**src/include/crsb_params.svh**
```systemverilog
`ifndef CRSB_PARAMS_SVH
`define CRSB_PARAMS_SVH

// Sub-addresses within the swap/misc parameter type
`define CRSB_SUB_SAVE_LOW 8'h04
`define CRSB_SUB_SAVE_HIGH 8'h05
`define CRSB_SUB_RESTORE_LOW 8'h08
`define CRSB_SUB_RESTORE_HIGH 8'h09
`define CRSB_SUB_SAVE_TRIG 8'h0b
`define CRSB_SUB_P1_BASE_LOW 8'h10
`define CRSB_SUB_P1_FLIP_HIGH 8'h11
`define CRSB_SUB_P1_CONTROL 8'h12
`define CRSB_SUB_P2_BASE_LOW 8'h18
`define CRSB_SUB_P2_FLIP_HIGH 8'h19
`define CRSB_SUB_P2_CONTROL 8'h1a
`define CRSB_SUB_DUO_BASE_LOW 8'h30
`define CRSB_SUB_DUO_FLIP_HIGH 8'h31
`define CRSB_SUB_DUO_CONTROL 8'h32
`define CRSB_SUB_BR_TYPE 8'h68
`define CRSB_SUB_BR_START_LOW 8'h69
`define CRSB_SUB_BR_LOC_HIGH 8'h6a
`define CRSB_SUB_BR_SIZE 8'h6b

// Field positions
`define CRSB_SAVE_TRIG_BIT 0
`define CRSB_SAVE_WEN_BIT 8
`define CRSB_REDIRECT_BIT 8
`define CRSB_SWAP_EN_BIT 3
`define CRSB_SKIP_BLANK_BIT 2
`define CRSB_BR_TYPE_BIT 0

// Reset values and branch size shift
`define CRSB_SKIP_BLANK_RST 1'b0
`define CRSB_BR_TYPE_RST 1'b0
`define CRSB_BR_SIZE_SHIFT 4

`endif

```
**src/include/crsb_pkg.sv**
```systemverilog
package crsb_pkg;
  typedef enum logic [1:0] {
    CRSB_LOC_LOCAL,
    CRSB_LOC_DYNAMIC,
    CRSB_LOC_SYSTEM,
    CRSB_LOC_RESERVED
  } crsb_loc_type;

  typedef enum logic {
    CRSB_BR_NORMAL,
    CRSB_BR_RESTORE
  } crsb_br_type;
endpackage

```
**src/design/crsb_top.sv**
```systemverilog
`timescale 1ns/1ps
`include "crsb_params.svh"

// What this block does
// - Save trigger stores 3D write-back, keeps running
// - Redirect flag overrides save enable, targets restore
// - Pipe one base from entry bits
// - Location code: local, dynamic, system, reserved
// - Pipe one flip count from bits 23:8
// - Pipe one swaps only while enable set
// - Skip-blank bit set means no blank wait
// - Second pipe swap set at 18h-1Ah
// - Duo-view swap set at 30h-32h
// - Branch settings honoured only in AGP style
// - Normal branch inserted directly into queue
// - Restore branch waits for prior commands
// - Branch start bits 23:1, bit 0 ignored
// - Branch start bits 31:24 from entry
// - Branch location decoded from bits 23:22
// - Branch size counts 16-byte units
// - Only branch header starts a branch
// - Save start used when enable set, no redirect
module crsb_top #(
  parameter int PIPES = 3
) (
  input wire logic ref_clk,
  input wire logic reset,
  input wire logic para_wr,
  input wire logic [7:0] para_sub,
  input wire logic [23:0] para_data,
  input wire logic agp_format,
  input wire logic branch_header,
  input wire logic prior_cmds_done,
  input wire logic save_done,
  output logic save_busy,
  output logic save_target_valid,
  output logic [31:0] save_target_addr,
  output logic [PIPES*32-1:0] swap_base_addr,
  output logic [PIPES*2-1:0] swap_location,
  output logic [PIPES*16-1:0] swap_flip_count,
  output logic [PIPES-1:0] swap_enable,
  output logic [PIPES-1:0] swap_wait_blank,
  output logic branch_req,
  output logic branch_waiting,
  output logic [31:0] branch_start_addr,
  output crsb_pkg::crsb_loc_type branch_location,
  output logic [27:0] branch_size_bytes,
  output logic branch_type_restore
);

  ////////////////////////////////////////////////////////////////////////////
  // Save and restore buffer settings

  logic [19:0] save_low_r;
  logic [7:0] save_high_r;
  logic save_wen_r;
  logic [19:0] rest_low_r;
  logic [7:0] rest_high_r;
  logic redirect_r;
  logic save_busy_r;

  always_ff @(posedge ref_clk) begin
    if (reset) begin
      save_low_r <= 20'h00000;
      save_high_r <= 8'h00;
      save_wen_r <= 1'b0;
      rest_low_r <= 20'h00000;
      rest_high_r <= 8'h00;
      redirect_r <= 1'b0;
    end else if (para_wr) begin
      case (para_sub)
        `CRSB_SUB_SAVE_LOW: begin
          save_low_r <= para_data[23:4];
        end
        `CRSB_SUB_SAVE_HIGH: begin
          save_high_r <= para_data[7:0];
          save_wen_r <= para_data[`CRSB_SAVE_WEN_BIT];
        end
        `CRSB_SUB_RESTORE_LOW: begin
          rest_low_r <= para_data[23:4];
        end
        `CRSB_SUB_RESTORE_HIGH: begin
          rest_high_r <= para_data[7:0];
          redirect_r <= para_data[`CRSB_REDIRECT_BIT];
        end
        default: begin
        end
      endcase
    end
  end

  // Save runs alongside the stream; a new trigger wins over done
  always_ff @(posedge ref_clk) begin
    if (reset) begin
      save_busy_r <= 1'b0;
    end else if (para_wr && para_sub == `CRSB_SUB_SAVE_TRIG && para_data[`CRSB_SAVE_TRIG_BIT]) begin
      save_busy_r <= 1'b1;
    end else if (save_done) begin
      save_busy_r <= 1'b0;
    end
  end

  assign save_busy = save_busy_r;
  assign save_target_valid = redirect_r | save_wen_r;
  assign save_target_addr = redirect_r ? {rest_high_r, rest_low_r, 4'h0}
                                       : {save_high_r, save_low_r, 4'h0};

  ////////////////////////////////////////////////////////////////////////////
  // Automatic swap settings, one set per pipe

  logic [7:0] sub_base [PIPES];
  assign sub_base[0] = `CRSB_SUB_P1_BASE_LOW;
  if (PIPES > 1) begin : g_p2
    assign sub_base[1] = `CRSB_SUB_P2_BASE_LOW;
  end
  if (PIPES > 2) begin : g_duo
    assign sub_base[2] = `CRSB_SUB_DUO_BASE_LOW;
  end

  for (genvar p = 0; p < PIPES; p++) begin : g_pipe
    logic [20:0] low_r;
    logic [1:0] loc_r;
    logic [7:0] high_r;
    logic [15:0] flip_r;
    logic en_r;
    logic skip_r;
    logic [7:0] rel;

    assign rel = para_sub - sub_base[p];

    always_ff @(posedge ref_clk) begin
      if (reset) begin
        low_r <= 21'h000000;
        loc_r <= 2'h0;
        high_r <= 8'h00;
        flip_r <= 16'h0000;
        en_r <= 1'b0;
        skip_r <= `CRSB_SKIP_BLANK_RST;
      end else if (para_wr) begin
        case (rel)
          8'h00: begin
            low_r <= para_data[23:3];
            loc_r <= para_data[1:0];
          end
          8'h01: begin
            flip_r <= para_data[23:8];
            high_r <= para_data[7:0];
          end
          8'h02: begin
            en_r <= para_data[`CRSB_SWAP_EN_BIT];
            skip_r <= para_data[`CRSB_SKIP_BLANK_BIT];
          end
          default: begin
          end
        endcase
      end
    end

    assign swap_base_addr[p*32 +: 32] = {high_r, low_r, 3'h0};
    assign swap_location[p*2 +: 2] = loc_r;
    assign swap_flip_count[p*16 +: 16] = flip_r;
    assign swap_enable[p] = en_r;
    assign swap_wait_blank[p] = en_r & ~skip_r;
  end

  ////////////////////////////////////////////////////////////////////////////
  // First branch settings

  logic br_type_r;
  logic [22:0] br_low_r;
  logic [7:0] br_high_r;
  logic [1:0] br_loc_r;
  logic [23:0] br_size_r;

  always_ff @(posedge ref_clk) begin
    if (reset) begin
      br_type_r <= `CRSB_BR_TYPE_RST;
      br_low_r <= 23'h000000;
      br_high_r <= 8'h00;
      br_loc_r <= 2'h0;
      br_size_r <= 24'h000000;
    end else if (para_wr && agp_format) begin
      case (para_sub)
        `CRSB_SUB_BR_TYPE: begin
          br_type_r <= para_data[`CRSB_BR_TYPE_BIT];
        end
        `CRSB_SUB_BR_START_LOW: begin
          br_low_r <= para_data[23:1];
        end
        `CRSB_SUB_BR_LOC_HIGH: begin
          br_loc_r <= para_data[23:22];
          br_high_r <= para_data[7:0];
        end
        `CRSB_SUB_BR_SIZE: begin
          br_size_r <= para_data;
        end
        default: begin
        end
      endcase
    end
  end

  assign branch_start_addr = {br_high_r, br_low_r, 1'b0};
  assign branch_location = crsb_pkg::crsb_loc_type'(br_loc_r);
  assign branch_size_bytes = {br_size_r, 4'h0};
  assign branch_type_restore = br_type_r;

  ////////////////////////////////////////////////////////////////////////////
  // Branch issue

  typedef enum logic {
    CRSB_BS_IDLE,
    CRSB_BS_WAIT
  } crsb_bstate_type;

  crsb_bstate_type bstate_r;
  logic branch_req_r;

  always_ff @(posedge ref_clk) begin
    if (reset) begin
      bstate_r <= CRSB_BS_IDLE;
      branch_req_r <= 1'b0;
    end else begin
      branch_req_r <= 1'b0;
      case (bstate_r)
        CRSB_BS_IDLE: begin
          if (branch_header && agp_format) begin
            if (br_type_r == crsb_pkg::CRSB_BR_RESTORE && !prior_cmds_done) begin
              bstate_r <= CRSB_BS_WAIT;
            end else begin
              branch_req_r <= 1'b1;
            end
          end
        end
        CRSB_BS_WAIT: begin
          if (prior_cmds_done) begin
            branch_req_r <= 1'b1;
            bstate_r <= CRSB_BS_IDLE;
          end
        end
        default: begin
          bstate_r <= CRSB_BS_IDLE;
        end
      endcase
    end
  end

  assign branch_req = branch_req_r;
  assign branch_waiting = (bstate_r == CRSB_BS_WAIT);

endmodule

```
**config.mk**
```make
export PLATFORM = sky130hd
export DESIGN_NAME = crsb_top
export DESIGN_NICKNAME = d
export VERILOG_FILES = /design/src/include/crsb_pkg.sv /design/src/design/crsb_top.sv
export VERILOG_INCLUDE_DIRS = /design/src /design/src/include
export SDC_FILE = /design/constraint.sdc
export NUM_CORES = 1
export LEC_CHECK = 0
export BUFFER_PORTS_ARGS = -buffer_cell sky130_fd_sc_hd__buf_2
export CAP_MARGIN = 20
export CELL_PAD_IN_SITES_DETAIL_PLACEMENT = 0
export CELL_PAD_IN_SITES_GLOBAL_PLACEMENT = 2
export CORE_MARGIN = 1.5
export CORE_UTILIZATION = 33
export CTS_CLUSTER_DIAMETER = 200
export DETAILED_ROUTE_END_ITERATION = 10
export GPL_TIMING_DRIVEN = 0
export PLACE_DENSITY = 0.95
export SYNTH_ARGS = -nofsm -noshare
export SYNTH_HDL_FRONTEND = slang
export SYNTH_SLANG_ARGS = --single-unit
```
**constraint.sdc**
```tcl
create_clock -name ref_clk -period 3.7 [get_ports ref_clk]
set_clock_uncertainty 0.1 [all_clocks]
set_input_delay 0.74 -clock ref_clk [delete_from_list [all_inputs] [get_ports ref_clk]]
set_output_delay 0.74 -clock ref_clk [all_outputs]
set_load 0.01 [all_outputs]
```
==> impl_metrics.csv <==
group,metric,value,unit
yosys,ys_seq_area_share,51.0,%
cts,cts_buffers,30,
timing,setup-violations-final,0,
floorplanning,rows,64,
cells_and_area,num-fill-cells,3088,
setup_path,path_class,"flip-flop to output pin",
setup_path,cp_data_required_time,2.86,ns
timing,fin_setup_tns,0,ns
floorplanning,initial_core_util,33.8,%
timing,slew_viol_final,0,
setup_path,r2r_cells,3,
yosys,yosysWarnings,0,
global_routing,use_met2,35.5,%
hold_path,hp-class,"input port to flip-flop",
global_routing,antenna_found_initial,0,
yosys,yosys.area.top_type,"dfxtp_1",
cts,clk_pin_slew_worst_paths,0.06,ns
setup_path,crit_fanout,10,
yosys,synth.area.top_cells,"dfxtp_1 (51%), mux2i_1 (11%), nand2_1 (9.9%)",
global_routing,grt_use_met1,26.6,%
hold_path,min_from,"prior_cmds_done",
floorplanning,core,30900,um^2
cts,cts_tree,"done",
floorplanning,io_pins,294,
cts,worstSkewPairLatency,0.54,ns
cts,hold_buffers,0,
status,status,"complete, no violations",
setup_path,worst_ep_arrival_time,2.00,ns
power_and_ir_drop,peakVddDrop,0.307,mV
setup_path,crit_path_end,"save_target_addr[23]",
timing,min_period,2.84,ns
yosys,synthDominantCellAreaShare,51.0,%
route,drc,0,
yosys,synth_cell_types,39,
global_routing,grt_pass1_vias,8696,
hold_path,worstHoldPathCells,2,
global_routing,grt_use_met3,5.06,%
power_and_ir_drop,powerDensity,461,nW/um^2
route,ant_nets,0,
route,vias,8935,
global_routing,grt_max_degree,15,
cts,cts_resized,0,
route,initialDrtViolationCount,428,
timing,maxSlewHeadroom,30.1,%
global_routing,grt_util_all_layers,21.0,%
timing,fin_crit_sh,76.9,%
flow_run,maxCapViolations,0,
cts,clock-sinks,266,
placed_design,io_buffers,254,
setup_path,start_kind,"flip-flop",
placed_design,place_ws,0.523,ns
cts,post_cts_buffers,0,
timing,hold_viol_final,0,
route,drtPass1Iterations,5,
global_routing,grt_pass1_wl,52500,um
placed_design,globalplace.congestion,0.845,
setup_path,r2r_start,"redirect_r$_SDFFE_PP0P_",
cells_and_area,drive_above_1_share,26.1,%
global_routing,grt_overflow,0,
floorplanning,dieWidth,181,um
yosys,avgSynthCellArea,8.95,um^2
global_routing,grt.busiest_layer,"met2",
setup_path,worstSetupEndpointType,"output pin",
placed_design,dp_hpwl,25400,um
cts,cts.htree.levels,1,
setup_path,r2r_slack,2.42,ns
yosys,synth_area,10500,um^2
timing,fmax,0.352,GHz
yosys,syn-instance-count,1167,
floorplanning,die_h,181,um
cells_and_area,design_area,13300,um^2
placed_design,placed_cell_area,12300,um^2
route,wirelength,35400,um
cells_and_area,antenna_cells,0,
cts,cts_root_buffer,"clkbuf_16",
cells_and_area,fin_nets,1510,
setup_path,critPathLaunch,"redirect_r$_SDFFE_PP0P_",
timing,worst_pin_slew,1.04,ns
cts,clockBufferDepth,3,
floorplanning,dieArea,32700,um^2
yosys,synth-seq-cells,266,
timing,fin_ws,0.855,ns
route,wire_per_inst,18.7,um
cells_and_area,areaGrowthSynthToFinish,27.1,%
timing,rsz0062_at_grt,"no",
setup_path,r2r_end,"redirect_r$_SDFFE_PP0P_",
power_and_ir_drop,p_leak,0.00593,uW
route,avgViaCountPerCell,4.73,
==> area by class of cell <==
| class | count | area (um^2) | area share [%] |
|---|---|---|---|
| repair buffers | 254 | 1270 | 9.57 |
| clock inverters | 10 | 106 | 0.801 |
| inverters | 3 | 11.3 | 0.0848 |
| flip-flops and latches | 266 | 5330 | 40.1 |
| multi-input cells | 792 | 4560 | 34.3 |
| clock buffers | 45 | 898 | 6.76 |
| plain buffers | 123 | 616 | 4.63 |
| well taps | 396 | 495 | 3.73 |
==> registers in the layout, indices dropped and copies added, names as in the netlist, 2 cells and up <==
register and flops:
g_pipe.low_r 63, g_pipe.flip_r 48, br_size_r 24, g_pipe.high_r 24
br_low_r 23, rest_low_r 20, save_low_r 20, br_high_r 8
rest_high_r 8, save_high_r 8, g_pipe.loc_r 6, g_pipe.en_r 3
g_pipe.skip_r 3, branch_location 2
==> routing by layer <==
metal / vias to the layer above / part of all wire (%)
met4: 0 / 2.3
met5: - / 0
met3: 49 / 7.0
li1: 4410 / -
met2: 265 / 47
met1: 4211 / 44
==> worst max-delay path: stages, from the launching register on <==
cell      delay, ns
dfxtp_1        0.34
clkbuf_1       0.54
mux2_2         0.43
buf_2          0.15
==> report_power, final <==
part | total [uW] | internal [uW] | switching, uW | leakage (uW)
sequential | 2870 | 2870 | 1.84 | 0.00214
clock | 3000 | 1810 | 1190 | 0.000497
combinational | 260 | 67.8 | 192 | 0.00329
==> cell families (layout without fill, tap and decap cells) <==
| logic type | Yosys count | count (layout) | share of synthesized area [%] |
|---|---|---|---|
| flip-flops | 266 | 266 | 51.0 |
| adder cells (fa/ha/maj) | 1 | 1 | 0.120 |
| multiplexers | 143 | 143 | 14.0 |
| AO/OA/AOI/OAI | 153 | 153 | 7.42 |
| buffers and inverters | 126 | 435 | 6.00 |
| XOR/XNOR | 1 | 1 | 0.0838 |
| other | 1 | 18 | 0.0359 |
| AND/OR/NAND/NOR | 476 | 476 | 21.3 |
==> layout by cell type (no fill, tap or decap), types with 28 or more instances in the layout <==
master / count
nand2_1: 276
mux2i_1: 115
clkbuf_16: 31
nand2b_1: 74
nor2_1: 75
clkbuf_1: 79
buf_2: 275
mux2_2: 28
a21oi_1: 138
dfxtp_1: 266
==> per-stage QoR <==
step	total power, uW	hold WS (ns)	util (%)	std cells
2_1_floorplan	3080	0.333	-	1184
3_3_place_gp	3190	0.338	39.7	1834
3_5_place_dp	3200	0.344	39.7	1834
4_1_cts	6190	0.247	43.0	1889
5_1_grt	6330	0.272	43.0	1889
6_report	6130	0.273	43.0	1889
==> Yosys cell counts (all sizes together) <==
library cell	number
o21ai	11
nand3	2
nor4bb	1
a21o	1
and4bb	1
and4	1
nand4	5
conb	1
buf	51
mux2	28
a32oi	1
dfxtp	266
nand4b	2
nor3b	1
nor2b	3
a211oi	1
nor3	2
nor4	9
ha	1
inv	3
or2	1
clkbuf	72
nand2b	74
nor4b	2
xnor2	1
a21oi	138
and3	1
a31oi	1
nor2	75
or4	4
mux2i	115
nand4bb	1
nand3b	14
or4b	1
nand2	276
==> how the worst min path moves through the flow <==
stage | end | slack (ns)
global route | branch_waiting$_SDFF_PP0_ | 0.27
CTS | branch_waiting$_SDFF_PP0_ | 0.25
global placement | rest_low_r[19]$_SDFFE_PP0P_ | 0.34
detailed placement | g_pipe[2].low_r[1]$_SDFFE_PP0P_ | 0.34
floorplan | rest_low_r[0]$_SDFFE_PP0P_ | 0.33
finish | branch_waiting$_SDFF_PP0_ | 0.27
Power figures use the tool's default switching activity.
